## src/hdl/dds_ctrl_pkg.sv

```systemverilog
package dds_ctrl_pkg;
    localparam int ACC_W = 32;
    localparam int PHASE_W = 12;
    localparam int WORD_W = 16;
    localparam int DATA_W = 32;
    localparam int ADDR_W = 8;
    localparam int PHASE_REGS = 4;
    localparam int SYNC_STAGES = 2;
    localparam logic [7:0] OFS_CTRL = 8'h00;
    localparam logic [7:0] OFS_FREQ_ZERO = 8'h04;
    localparam logic [7:0] OFS_FREQ_ONE = 8'h08;
    localparam logic [7:0] OFS_PHASE0 = 8'h0C;
    localparam logic [7:0] OFS_PHASE3 = 8'h18;
    localparam logic [7:0] OFS_WORD = 8'h1C;
    localparam logic [7:0] OFS_STATUS = 8'h20;
    localparam logic [7:0] OFS_ACC = 8'h24;
    localparam int CTRL_FREQ_SRC = 0;
    localparam int CTRL_FREQ_BIT = 1;
    localparam int CTRL_PHASE_SRC = 2;
    localparam int CTRL_PHASE_LSB = 3;
    localparam int CTRL_PHASE_MSB = 4;
    localparam int CTRL_W = 5;
    localparam logic [4:0] CTRL_RESET = 5'h00;
    localparam logic [31:0] FREQ_RESET = 32'h0000_0000;
    localparam logic [11:0] PHASE_RESET = 12'h000;
    localparam logic [15:0] WORD_RESET = 16'h0000;
    typedef enum logic [2:0] {
        ST_IDLE = 3'b001,
        ST_WAIT = 3'b010,
        ST_ANSWER = 3'b100
    } apb_state_t;
endpackage : dds_ctrl_pkg

```

## src/hdl/dds_ctrl_top.sv

```systemverilog
// Functional notes
// - Output frequency is a binary fraction of the master clock only.
// - One serial bit is captured on each falling shift clock edge while frame sync is low.
// - Sixteen serial bits are assembled into one word.
// - Frame sync low starts a new word.
// - Accumulator step comes from frequency word zero or one.
// - Frequency choice comes from the pin or a control bit.
// - The frequency choice pin is sampled on rising master clock edges.
// - Pin changes at an edge may switch a cycle early or late.
// - Four phase offsets; the chosen one is added before the cosine table.
// - Phase offset choice comes from the two phase pins.
// - Alternatively phase offset choice comes from two control bits.
// - Phase pins sampled on rising edges; edge changes shift by a cycle.
// - 32-bit accumulator adds the selected word every master clock cycle with clk_en high.
// - 12-bit offsets add to the accumulator's most significant bits.
// - Switching frequency words keeps accumulator phase continuous.
`timescale 1ns/1ps
module dds_ctrl_top
    import dds_ctrl_pkg::*;
#(
    parameter int ACC_WIDTH = ACC_W,
    parameter int OFS_WIDTH = PHASE_W
) (
    input wire logic sys_clk,
    input wire logic rst,
    input wire logic clk_en,
    input wire logic psel,
    input wire logic penable,
    input wire logic pwrite,
    input wire logic [ADDR_W-1:0] paddr,
    input wire logic [DATA_W-1:0] pwdata,
    output logic [DATA_W-1:0] prdata,
    output logic pready,
    output logic pslverr,
    input wire logic serial_shift_clock,
    input wire logic serial_input_line,
    input wire logic word_frame_sync,
    input wire logic freq_reg_choice,
    input wire logic phase_choice_lsb,
    input wire logic phase_choice_msb,
    output logic [OFS_WIDTH-1:0] cos_table_addr,
    output logic active_freq_sel,
    output logic [1:0] active_phase_sel
);
    initial begin
        if (ACC_WIDTH != 32 || OFS_WIDTH != 12) begin
            $error("dds_ctrl_top: only a 32-bit accumulator and 12-bit offsets");
        end
    end

    apb_state_t state, next_state;
    logic [CTRL_W-1:0] ctrl, next_ctrl;
    logic [ACC_WIDTH-1:0] freq_word_zero, next_freq_word_zero;
    logic [ACC_WIDTH-1:0] freq_word_one, next_freq_word_one;
    logic [ACC_WIDTH-1:0] acc, next_acc, active_step;
    logic [OFS_WIDTH-1:0] acc_msb_d, next_acc_msb_d, next_cos_table_addr;
    logic [OFS_WIDTH-1:0] offset_rd, reg_rd;
    logic [2:0] pin_s1, pin_s2;
    logic next_active_freq_sel;
    logic [1:0] next_active_phase_sel;
    logic [DATA_W-1:0] next_prdata, read_mux;
    logic next_pready, next_pslverr;
    logic [WORD_W-1:0] rx_word, last_word, next_last_word;
    logic rx_done;
    logic [7:0] word_count, next_word_count;
    logic bus_take, bus_write, addr_ok, phase_hit;
    logic [1:0] phase_slot;

    serial_word_rx #(
        .WIDTH(WORD_W)
    ) u_rx (
        .sys_clk(sys_clk),
        .rst(rst),
        .clk_en(clk_en),
        .serial_shift_clock(serial_shift_clock),
        .serial_input_line(serial_input_line),
        .word_frame_sync(word_frame_sync),
        .word_data(rx_word),
        .word_done(rx_done)
    );

    phase_offset_bank #(
        .DEPTH(PHASE_REGS),
        .WIDTH(OFS_WIDTH)
    ) u_bank (
        .sys_clk(sys_clk),
        .rst(rst),
        .clk_en(clk_en),
        .wr_en(bus_write && phase_hit),
        .wr_addr(phase_slot),
        .wr_data(pwdata[OFS_WIDTH-1:0]),
        .rd_addr_a(active_phase_sel),
        .rd_data_a(offset_rd),
        .rd_addr_b(phase_slot),
        .rd_data_b(reg_rd)
    );

    // Bus slave: access phase waits two cycles, the second one for the bank read,
    // then pready is high for one cycle
    always_comb begin
        phase_hit = paddr >= OFS_PHASE0 && paddr <= OFS_PHASE3 && paddr[1:0] == 2'b00;
        phase_slot = 2'((paddr - OFS_PHASE0) >> 2);
        addr_ok = phase_hit;
        unique case (paddr)
            OFS_CTRL, OFS_FREQ_ZERO, OFS_FREQ_ONE, OFS_WORD, OFS_STATUS, OFS_ACC: addr_ok = 1'b1;
            default: ;
        endcase
        bus_take = state == ST_ANSWER && psel && penable;
        bus_write = bus_take && pwrite && addr_ok;
        read_mux = '0;
        if (phase_hit) begin
            read_mux = DATA_W'(reg_rd);
        end
        unique case (paddr)
            OFS_CTRL: read_mux = DATA_W'(ctrl);
            OFS_FREQ_ZERO: read_mux = freq_word_zero;
            OFS_FREQ_ONE: read_mux = freq_word_one;
            OFS_WORD: read_mux = DATA_W'(last_word);
            OFS_STATUS: read_mux = DATA_W'({word_count, active_freq_sel, active_phase_sel});
            OFS_ACC: read_mux = acc;
            default: ;
        endcase
        next_state = state;
        next_pready = 1'b0;
        next_pslverr = 1'b0;
        next_prdata = prdata;
        unique case (state)
            ST_IDLE: begin
                if (psel && penable) begin
                    next_state = ST_WAIT;
                end
            end
            ST_WAIT: begin
                next_state = ST_ANSWER;
                next_pready = 1'b1;
                next_pslverr = ~addr_ok;
                next_prdata = (pwrite || !addr_ok) ? '0 : read_mux;
            end
            ST_ANSWER: begin
                next_state = ST_IDLE;
            end
            default: begin
                next_state = ST_IDLE;
            end
        endcase
    end

    always_ff @(posedge sys_clk or posedge rst) begin
        if (rst) begin
            state <= ST_IDLE;
            pready <= 1'b0;
            pslverr <= 1'b0;
            prdata <= '0;
        end else if (clk_en) begin
            state <= next_state;
            pready <= next_pready;
            pslverr <= next_pslverr;
            prdata <= next_prdata;
        end
    end

    always_comb begin
        next_ctrl = ctrl;
        next_freq_word_zero = freq_word_zero;
        next_freq_word_one = freq_word_one;
        if (bus_write && paddr == OFS_CTRL) begin
            next_ctrl = pwdata[CTRL_W-1:0];
        end
        if (bus_write && paddr == OFS_FREQ_ZERO) begin
            next_freq_word_zero = pwdata;
        end
        if (bus_write && paddr == OFS_FREQ_ONE) begin
            next_freq_word_one = pwdata;
        end
        next_last_word = rx_done ? rx_word : last_word;
        next_word_count = rx_done ? word_count + 8'd1 : word_count;
    end

    always_ff @(posedge sys_clk or posedge rst) begin
        if (rst) begin
            ctrl <= CTRL_RESET;
            freq_word_zero <= FREQ_RESET;
            freq_word_one <= FREQ_RESET;
            last_word <= WORD_RESET;
            word_count <= 8'h00;
        end else if (clk_en) begin
            ctrl <= next_ctrl;
            freq_word_zero <= next_freq_word_zero;
            freq_word_one <= next_freq_word_one;
            last_word <= next_last_word;
            word_count <= next_word_count;
        end
    end

    // Selection pins: two-stage sync, then the chosen source is registered.
    // A pin moving at an edge lands one cycle either way.
    always_comb begin
        if (ctrl[CTRL_FREQ_SRC]) begin
            next_active_freq_sel = ctrl[CTRL_FREQ_BIT];
        end else begin
            next_active_freq_sel = pin_s2[2];
        end
        if (ctrl[CTRL_PHASE_SRC]) begin
            next_active_phase_sel = {ctrl[CTRL_PHASE_MSB], ctrl[CTRL_PHASE_LSB]};
        end else begin
            next_active_phase_sel = pin_s2[1:0];
        end
    end

    always_ff @(posedge sys_clk or posedge rst) begin
        if (rst) begin
            pin_s1 <= 3'h0;
            pin_s2 <= 3'h0;
            active_freq_sel <= 1'b0;
            active_phase_sel <= 2'b00;
        end else if (clk_en) begin
            pin_s1 <= {freq_reg_choice, phase_choice_msb, phase_choice_lsb};
            pin_s2 <= pin_s1;
            active_freq_sel <= next_active_freq_sel;
            active_phase_sel <= next_active_phase_sel;
        end
    end

    // Accumulator is never cleared on a switch, so phase stays continuous
    always_comb begin
        active_step = active_freq_sel ? freq_word_one : freq_word_zero;
        next_acc = acc + active_step;
        next_acc_msb_d = acc[ACC_WIDTH-1 -: OFS_WIDTH];
        next_cos_table_addr = acc_msb_d + offset_rd;
    end

    always_ff @(posedge sys_clk or posedge rst) begin
        if (rst) begin
            acc <= '0;
            acc_msb_d <= '0;
            cos_table_addr <= '0;
        end else if (clk_en) begin
            acc <= next_acc;
            acc_msb_d <= next_acc_msb_d;
            cos_table_addr <= next_cos_table_addr;
        end
    end

    // Datapath and clock-enable checks
    acc_step_a: assert property (@(posedge sys_clk) disable iff (rst)
        $past(clk_en) |-> acc == $past(acc) + $past(active_step))
        else $error("accumulator did not add the step");

    freq_zero_step_a: assert property (@(posedge sys_clk) disable iff (rst)
        $past(clk_en) && !$past(active_freq_sel) |-> acc == $past(acc) + $past(freq_word_zero))
        else $error("word zero not added while selected");

    freq_one_step_a: assert property (@(posedge sys_clk) disable iff (rst)
        $past(clk_en) && $past(active_freq_sel) |-> acc == $past(acc) + $past(freq_word_one))
        else $error("word one not added while selected");

    acc_hold_a: assert property (@(posedge sys_clk) disable iff (rst)
        !$past(clk_en) |-> $stable(acc))
        else $error("accumulator moved while disabled");

    msb_pipe_a: assert property (@(posedge sys_clk) disable iff (rst)
        $past(clk_en) |-> acc_msb_d == $past(acc[ACC_WIDTH-1 -: OFS_WIDTH]))
        else $error("accumulator msbs not taken");

    cos_sum_a: assert property (@(posedge sys_clk) disable iff (rst)
        $past(clk_en) |-> cos_table_addr == $past(acc_msb_d) + $past(offset_rd))
        else $error("cosine address is not msbs plus offset");

    // Selection path checks
    freq_pin_a: assert property (@(posedge sys_clk) disable iff (rst)
        $past(clk_en) && !$past(ctrl[CTRL_FREQ_SRC]) |-> active_freq_sel == $past(pin_s2[2]))
        else $error("frequency pin not followed");

    freq_bit_a: assert property (@(posedge sys_clk) disable iff (rst)
        $past(clk_en) && $past(ctrl[CTRL_FREQ_SRC]) |-> active_freq_sel == $past(ctrl[CTRL_FREQ_BIT]))
        else $error("frequency bit not followed");

    phase_pin_a: assert property (@(posedge sys_clk) disable iff (rst)
        $past(clk_en) && !$past(ctrl[CTRL_PHASE_SRC]) |-> active_phase_sel == $past(pin_s2[1:0]))
        else $error("phase pins not followed");

    phase_bit_a: assert property (@(posedge sys_clk) disable iff (rst)
        $past(clk_en) && $past(ctrl[CTRL_PHASE_SRC])
        |-> active_phase_sel == {$past(ctrl[CTRL_PHASE_MSB]), $past(ctrl[CTRL_PHASE_LSB])})
        else $error("phase bits not followed");

    sel_hold_a: assert property (@(posedge sys_clk) disable iff (rst)
        !$past(clk_en) |-> $stable(active_freq_sel) && $stable(active_phase_sel))
        else $error("selection moved while disabled");

    sync_pins_a: assert property (@(posedge sys_clk) disable iff (rst)
        $past(clk_en) |-> pin_s2 == $past(pin_s1))
        else $error("pin synchroniser skipped a stage");

    // Bus slave checks
    ready_pulse_a: assert property (@(posedge sys_clk) disable iff (rst)
        pready && clk_en |=> !pready)
        else $error("pready held more than one cycle");

    answer_gap_a: assert property (@(posedge sys_clk) disable iff (rst)
        pready && clk_en |=> state == ST_IDLE)
        else $error("slave not idle after answer");

    ready_state_a: assert property (@(posedge sys_clk) disable iff (rst)
        pready |-> state == ST_ANSWER)
        else $error("pready outside answer state");

    err_ready_a: assert property (@(posedge sys_clk) disable iff (rst)
        pslverr |-> pready)
        else $error("error flag without pready");

    write_data_a: assert property (@(posedge sys_clk) disable iff (rst)
        pready && pwrite |-> prdata == '0)
        else $error("read data not zero on a write");

    err_data_a: assert property (@(posedge sys_clk) disable iff (rst)
        pslverr |-> prdata == '0)
        else $error("read data not zero on an error");

    // Register write and serial word checks
    freq_write_a: assert property (@(posedge sys_clk) disable iff (rst)
        clk_en && bus_write && paddr == OFS_FREQ_ZERO |=> freq_word_zero == $past(pwdata))
        else $error("frequency word zero write lost");

    freq_one_write_a: assert property (@(posedge sys_clk) disable iff (rst)
        clk_en && bus_write && paddr == OFS_FREQ_ONE |=> freq_word_one == $past(pwdata))
        else $error("frequency word one write lost");

    ctrl_write_a: assert property (@(posedge sys_clk) disable iff (rst)
        clk_en && bus_write && paddr == OFS_CTRL |=> ctrl == $past(pwdata[CTRL_W-1:0]))
        else $error("control write lost");

    bad_write_a: assert property (@(posedge sys_clk) disable iff (rst)
        clk_en && bus_take && pwrite && !addr_ok
        |=> $stable(ctrl) && $stable(freq_word_zero) && $stable(freq_word_one))
        else $error("unmapped write changed a register");

    word_store_a: assert property (@(posedge sys_clk) disable iff (rst)
        clk_en && rx_done |=> last_word == $past(rx_word))
        else $error("received word not stored");

    word_count_a: assert property (@(posedge sys_clk) disable iff (rst)
        clk_en && rx_done |=> word_count == $past(word_count) + 8'd1)
        else $error("word count not advanced");
endmodule : dds_ctrl_top

```

## src/hdl/serial_word_rx.sv

```systemverilog
`timescale 1ns/1ps
module serial_word_rx
    import dds_ctrl_pkg::*;
#(
    parameter int WIDTH = WORD_W
) (
    input wire logic sys_clk,
    input wire logic rst,
    input wire logic clk_en,
    input wire logic serial_shift_clock,
    input wire logic serial_input_line,
    input wire logic word_frame_sync,
    output logic [WIDTH-1:0] word_data,
    output logic word_done
);
    initial begin
        if (WIDTH < 2 || WIDTH > 32) $error("serial_word_rx: WIDTH out of range");
    end

    // Order in vectors: clock, data, frame
    logic [2:0] pin_s1, pin_s2;
    logic sclk_prev, next_sclk_prev;
    logic [WIDTH-1:0] shift, next_shift, next_word_data;
    logic [4:0] bit_count, next_bit_count;
    logic next_word_done;
    logic fall;

    always_comb begin
        fall = sclk_prev & ~pin_s2[2];
        next_sclk_prev = pin_s2[2];
        next_shift = shift;
        next_bit_count = bit_count;
        next_word_data = word_data;
        next_word_done = 1'b0;
        if (pin_s2[0]) begin
            next_bit_count = 5'd0;
        end else if (fall) begin
            next_shift = {shift[WIDTH-2:0], pin_s2[1]};
            if (bit_count == 5'(WIDTH - 1)) begin
                next_word_data = {shift[WIDTH-2:0], pin_s2[1]};
                next_word_done = 1'b1;
                next_bit_count = 5'd0;
            end else begin
                next_bit_count = bit_count + 5'd1;
            end
        end
    end

    always_ff @(posedge sys_clk or posedge rst) begin
        if (rst) begin
            pin_s1 <= 3'h7;
            pin_s2 <= 3'h7;
            sclk_prev <= 1'b1;
            shift <= '0;
            bit_count <= 5'd0;
            word_data <= '0;
            word_done <= 1'b0;
        end else if (clk_en) begin
            pin_s1 <= {serial_shift_clock, serial_input_line, word_frame_sync};
            pin_s2 <= pin_s1;
            sclk_prev <= next_sclk_prev;
            shift <= next_shift;
            bit_count <= next_bit_count;
            word_data <= next_word_data;
            word_done <= next_word_done;
        end
    end

    word_len_a: assert property (@(posedge sys_clk) disable iff (rst)
        $rose(word_done) |-> $past(bit_count) == 5'(WIDTH - 1))
        else $error("word completed after wrong bit count");
    frame_clear_a: assert property (@(posedge sys_clk) disable iff (rst)
        $past(clk_en) && $past(pin_s2[0]) |-> bit_count == 5'd0)
        else $error("bit count not cleared while frame high");
endmodule : serial_word_rx

```

## src/hdl/phase_offset_bank.sv

```systemverilog
`timescale 1ns/1ps
module phase_offset_bank
    import dds_ctrl_pkg::*;
#(
    parameter int DEPTH = PHASE_REGS,
    parameter int WIDTH = PHASE_W
) (
    input wire logic sys_clk,
    input wire logic rst,
    input wire logic clk_en,
    input wire logic wr_en,
    input wire logic [1:0] wr_addr,
    input wire logic [WIDTH-1:0] wr_data,
    input wire logic [1:0] rd_addr_a,
    output logic [WIDTH-1:0] rd_data_a,
    input wire logic [1:0] rd_addr_b,
    output logic [WIDTH-1:0] rd_data_b
);
    initial begin
        if (DEPTH != 4 || WIDTH < 1) $error("phase_offset_bank: unsupported size");
    end

    logic [WIDTH-1:0] mem [DEPTH];
    logic [WIDTH-1:0] next_rd_a, next_rd_b;

    for (genvar i = 0; i < DEPTH; i++) begin : g_entry
        logic [WIDTH-1:0] next_entry;
        always_comb begin
            next_entry = mem[i];
            if (wr_en && wr_addr == 2'(i)) begin
                next_entry = wr_data;
            end
        end
        always_ff @(posedge sys_clk or posedge rst) begin
            if (rst) begin
                mem[i] <= WIDTH'(PHASE_RESET);
            end else if (clk_en) begin
                mem[i] <= next_entry;
            end
        end
    end

    always_comb begin
        next_rd_a = mem[rd_addr_a];
        next_rd_b = mem[rd_addr_b];
    end

    always_ff @(posedge sys_clk or posedge rst) begin
        if (rst) begin
            rd_data_a <= '0;
            rd_data_b <= '0;
        end else if (clk_en) begin
            rd_data_a <= next_rd_a;
            rd_data_b <= next_rd_b;
        end
    end
endmodule : phase_offset_bank

```

## config.mk

```make
export PLATFORM = sky130hd
export DESIGN_NAME = dds_ctrl_top
export DESIGN_NICKNAME = d
export VERILOG_FILES = /design/src/hdl/dds_ctrl_pkg.sv /design/src/hdl/dds_ctrl_top.sv /design/src/hdl/serial_word_rx.sv /design/src/hdl/phase_offset_bank.sv
export SDC_FILE = /design/constraint.sdc
export NUM_CORES = 1
export LEC_CHECK = 0
export BUFFER_PORTS_ARGS = -buffer_cell sky130_fd_sc_hd__buf_2
export CORE_ASPECT_RATIO = 1.25
export CORE_MARGIN = 8
export CORE_UTILIZATION = 51
export CTS_CLUSTER_DIAMETER = 150
export CTS_CLUSTER_SIZE = 20
export DETAILED_ROUTE_END_ITERATION = 10
export PLACE_DENSITY_LB_ADDON = 0.15
export SYNTH_ARGS = -nofsm -noshare
export SYNTH_HDL_FRONTEND = slang
export SYNTH_SLANG_ARGS = --single-unit
```

## constraint.sdc

```tcl
create_clock -name sys_clk -period 12.4 [get_ports sys_clk]
set_input_delay 1.24 -clock sys_clk [delete_from_list [all_inputs] [get_ports sys_clk]]
set_output_delay 1.24 -clock sys_clk [all_outputs]
set_load 0.02 [all_outputs]
```

==> impl_results.md <==
* Clock power share at 0.345
* RR Startpoint: active_freq_sel$_DFFE_PP0P_
* Initial antenna violation count at 3
* Syn Area/Cell at 12.5 um2
* Normalized max-slew margin at 0.230
* Initial drt markers at 748
* Hold Buf Count CTS at 0
* Fmax at 220 MHz
* Syn. warnings at 0
* Crit path capture type: register
* Area of the mapped netlist at 15600 um2
* Net switching power at approximately 0.44 mW
* RSZ-0062 raised after global routing: false
* Sequential share of power at 0.584
* Syn nets at 1349
* First-pass detailed-route iteration total at 6
* Max clock buf depth at 3
* Postcts setup bufs at 0
* FF-to-FF setup slack at 8.21 ns
* Final min period at 4.54 ns
* Die Y at 212 um
* Post-route setup TNS at 0 ns
* Hold Path Sink: word_count[7]$_DFFE_PP0P_
* WL per Instance at 21.9 um
* Share of the yosys chip area belonging to registers at 0.498
* Storage cell area at 7790 um2
* Worst-path clk slew at 0.09 ns
* Sw Ratio at 0.242
* Via Count at 10360
* Post-Route WL at 37800 um
* Synth Flop Type: dfrtp_1
* CP max FO at 58
* CTS tree: done
* Hold path depth at 1
* Routed vias/inst at about 6
* CTS buffer count at 19
* CP Data Arrival Time at between 4 and 5 ns
* RR Endpoint: acc[20]$_DFFE_PP0P_
* Combinational share of power at 0.071
* Worst-case clock skew at ~0.014 ns
* PwrDens at 107 nW/um2
* Number of placed I/O pins at 101
* Worst vdd ir at around 0.07 mV
* Synth async-reset ratio at 1.00
* PortBufs at 100
* Internal cell power at roughly 1.4 mW
* Worst min path class: reg -> reg
* Core Util, Final at 0.565
* Status: finished clean
* RePlAce Congestion at 0.868
* Total Routing Usage GR at 0.206
* Kind of critical path: in -> reg
* Die area at 36600 um2
* Vias in the first global route at 10671
* Clock Tree Root: clkbuf_16
* Clock sink count at 311
* HP Start: word_count[7]$_DFFE_PP0P_
* N_diodes at 0
* Fin. Hold Viols at 0
* DP Area at 16500 um2
* Measured slew at the worst slew-check pin at 1.15 ns
* MaxCap Viol Count at 0
* Cts repair resizes at 0
* Cell Rows at around 70
* FILL cells at roughly 2500
* Post-route design area at 17000 um2
* Synth unique cells at 80
* Final hold slack at 0.473 ns
* Max Slew Vio Count at 0
* Global-route wire length before repair at 60500 um
* Largest net degree at the start of global routing at roughly 150
* Grt total ovfl at 0
* CP Launch Type: primary input
* Core area at 30100 um2
* Worst-Skew Late Latency at 0.51 ns
* Final setup violation count at 0
* Post-synthesis cell count at 1247
* Final-stage net count at 1415
* Multi-input logic area at ~7500 um2
* Final Cycle Share at 0.366
* Met3 wire len at 2180 um
* Htree depth at 1
* Worst-case reg-to-reg path depth at 11
* M1 wire length at approximately 16000 um
* WP data required at 12.80 ns
* Share of layout cells above drive strength 1 at 0.349
* Post-detail-place hpwl at ~26000 um
* Met2 Wirelength at 18500 um
* DRC at 0
* Synthesis-to-layout area growth at 8.86%
* Initial core utilization at 0.519
* Post-synth EDFFs at 0
* Routed Antenna Nets at 0
* Die Wd at around 170 um
* Yosys reg bits at approximately 310
* Top sig layer: met5
* Leakage at 8.26 nW
==> placed cells by master (no fill, tap or decap), types with 9 or more instances in the layout <==
cell type,Yosys,layout
a31oi_1,10,10
clkbuf_1,50,13
clkbuf_16,0,19
nor2_1,43,43
a21o_1,16,16
xnor2_1,32,32
o21bai_1,9,9
a22o_1,15,15
nand3_1,18,18
mux2_2,277,277
a221o_1,12,12
nand2_1,73,73
o21a_1,9,9
ha_1,48,48
a222oi_1,31,31
xor2_1,10,10
inv_1,21,20
a21oi_1,57,57
buf_2,7,99
dfrtp_1,303,303
mux4_2,24,24
o21ai_0,46,46
buf_4,6,16
==> sequential cells by signal, summed over array words and instances, names as in the netlist, 2 cells and up <==
register	cells
u_bank.rd_data_b	12
ctrl	5
u_rx.bit_count	5
word_count	8
u_rx.pin_s2	3
last_word	16
u_rx.word_data	16
u_rx.shift	15
u_rx.pin_s1	3
acc	32
freq_word_one	32
prdata	32
u_bank.mem	48
pin_s2	3
u_bank.rd_data_a	12
freq_word_zero	32
pin_s1	3
active_phase_sel	2
acc_msb_d	12
cos_table_addr	12
state	3
==> kinds of logic (layout without fill, tap and decap cells) <==
| group | after synthesis | after routing | synth area share |
|---|---|---|---|
| DFF | 311 | 311 | 0.498 |
| muxes | 306 | 306 | 0.237 |
| and+or+nand+nor | 195 | 195 | 0.0604 |
| buffers and inverters | 92 | 170 | 0.0241 |
| AOI/OAI and AO/OA | 251 | 251 | 0.116 |
| adders and majority gates | 50 | 50 | 0.0410 |
| xor gates and xnor gates | 42 | 42 | 0.0235 |
==> how the worst max path moves through the flow <==
| stage | endpoint | slack, ns | start | depth (start not counted) |
|---|---|---|---|---|
| floorplan | acc[0]$_DFFE_PP0P_ | 2.57 | rst | 1 |
| global placement | freq_word_zero[18]$_DFFE_PP0P_ | 7.41 | clk_en | 7 |
| detailed placement | freq_word_zero[22]$_DFFE_PP0P_ | 7.31 | clk_en | 7 |
| CTS | freq_word_zero[22]$_DFFE_PP0P_ | 7.85 | clk_en | 7 |
| global route | freq_word_one[15]$_DFFE_PP0P_ | 7.61 | clk_en | 7 |
| finish | freq_word_zero[22]$_DFFE_PP0P_ | 7.86 | clk_en | 7 |
==> critical path: stages <==
cell and delay, ns:
buf_4 0.57, clkinv_1 0.72, nor3_1 0.52, nand4b_1 0.18, or2_1 0.34, nor2_4 0.89
mux2_2 0.43
==> cell type report <==
type                    instances  area share
multi-input cells             844       0.440
well taps                     401      0.0295
clock buffers                  32      0.0308
flip-flops and latches        311       0.458
clock inverters                 1    0.000661
inverters                      22     0.00529
repair buffers                115      0.0361
==> per-layer routing <==
| layer | GRT usage | vias to the layer above |
|---|---|---|
| li1 | - | 4770 |
| met1 | 0.261 | 5291 |
| met2 | 0.358 | 246 |
| met3 | 0.0399 | 47 |
| met4 | 0.0518 | 6 |
| met5 | 0 | - |
==> through the flow <==
stage	instances	total power [mW]	setup WS, ns
after floorplan	1247	1.17	2.57
after global placement	1693	1.21	7.41
after detailed placement	1693	1.22	7.31
after CTS	1726	1.85	7.85
after global routing	1726	1.89	7.61
final	1726	1.82	7.86
==> synth_stat cells (5+ instances only) <==
master	n	area share
a222oi_1	31	0.020
o21bai_1	9	0.0043
a21o_1	16	0.0077
and2_1	6	0.0024
nand3_1	18	0.0058
clkbuf_1	50	0.012
nand2_1	73	0.018
o21a_1	9	0.0043
nand4_1	8	0.0032
buf_2	7	0.0022
and3_1	5	0.0020
a221o_1	12	0.0077
o21ai_0	46	0.015
mux4_2	24	0.035
inv_1	21	0.0050
a211oi_1	8	0.0038
a31oi_1	10	0.0040
buf_1	7	0.0017
nor2_1	43	0.010
dfstp_2	8	0.013
xnor2_1	32	0.018
dfrtp_1	303	0.48
ha_1	48	0.038
buf_4	6	0.0029
a22o_1	15	0.0084
nor3_1	9	0.0029
xor2_1	10	0.0056
a21oi_1	57	0.018
mux2_2	277	0.20
==> power by group through the flow <==
stage	Sequential, mW	Clock [mW]	Combinational [mW]
2_1_floorplan	1.08	0	0.0899
3_3_place_gp	1.08	0	0.131
3_5_place_dp	1.08	0	0.132
4_1_cts	1.06	0.649	0.133
5_1_grt	1.07	0.683	0.144
6_report	1.06	0.629	0.130
No activity file was read; power rests on OpenSTA's default activity.
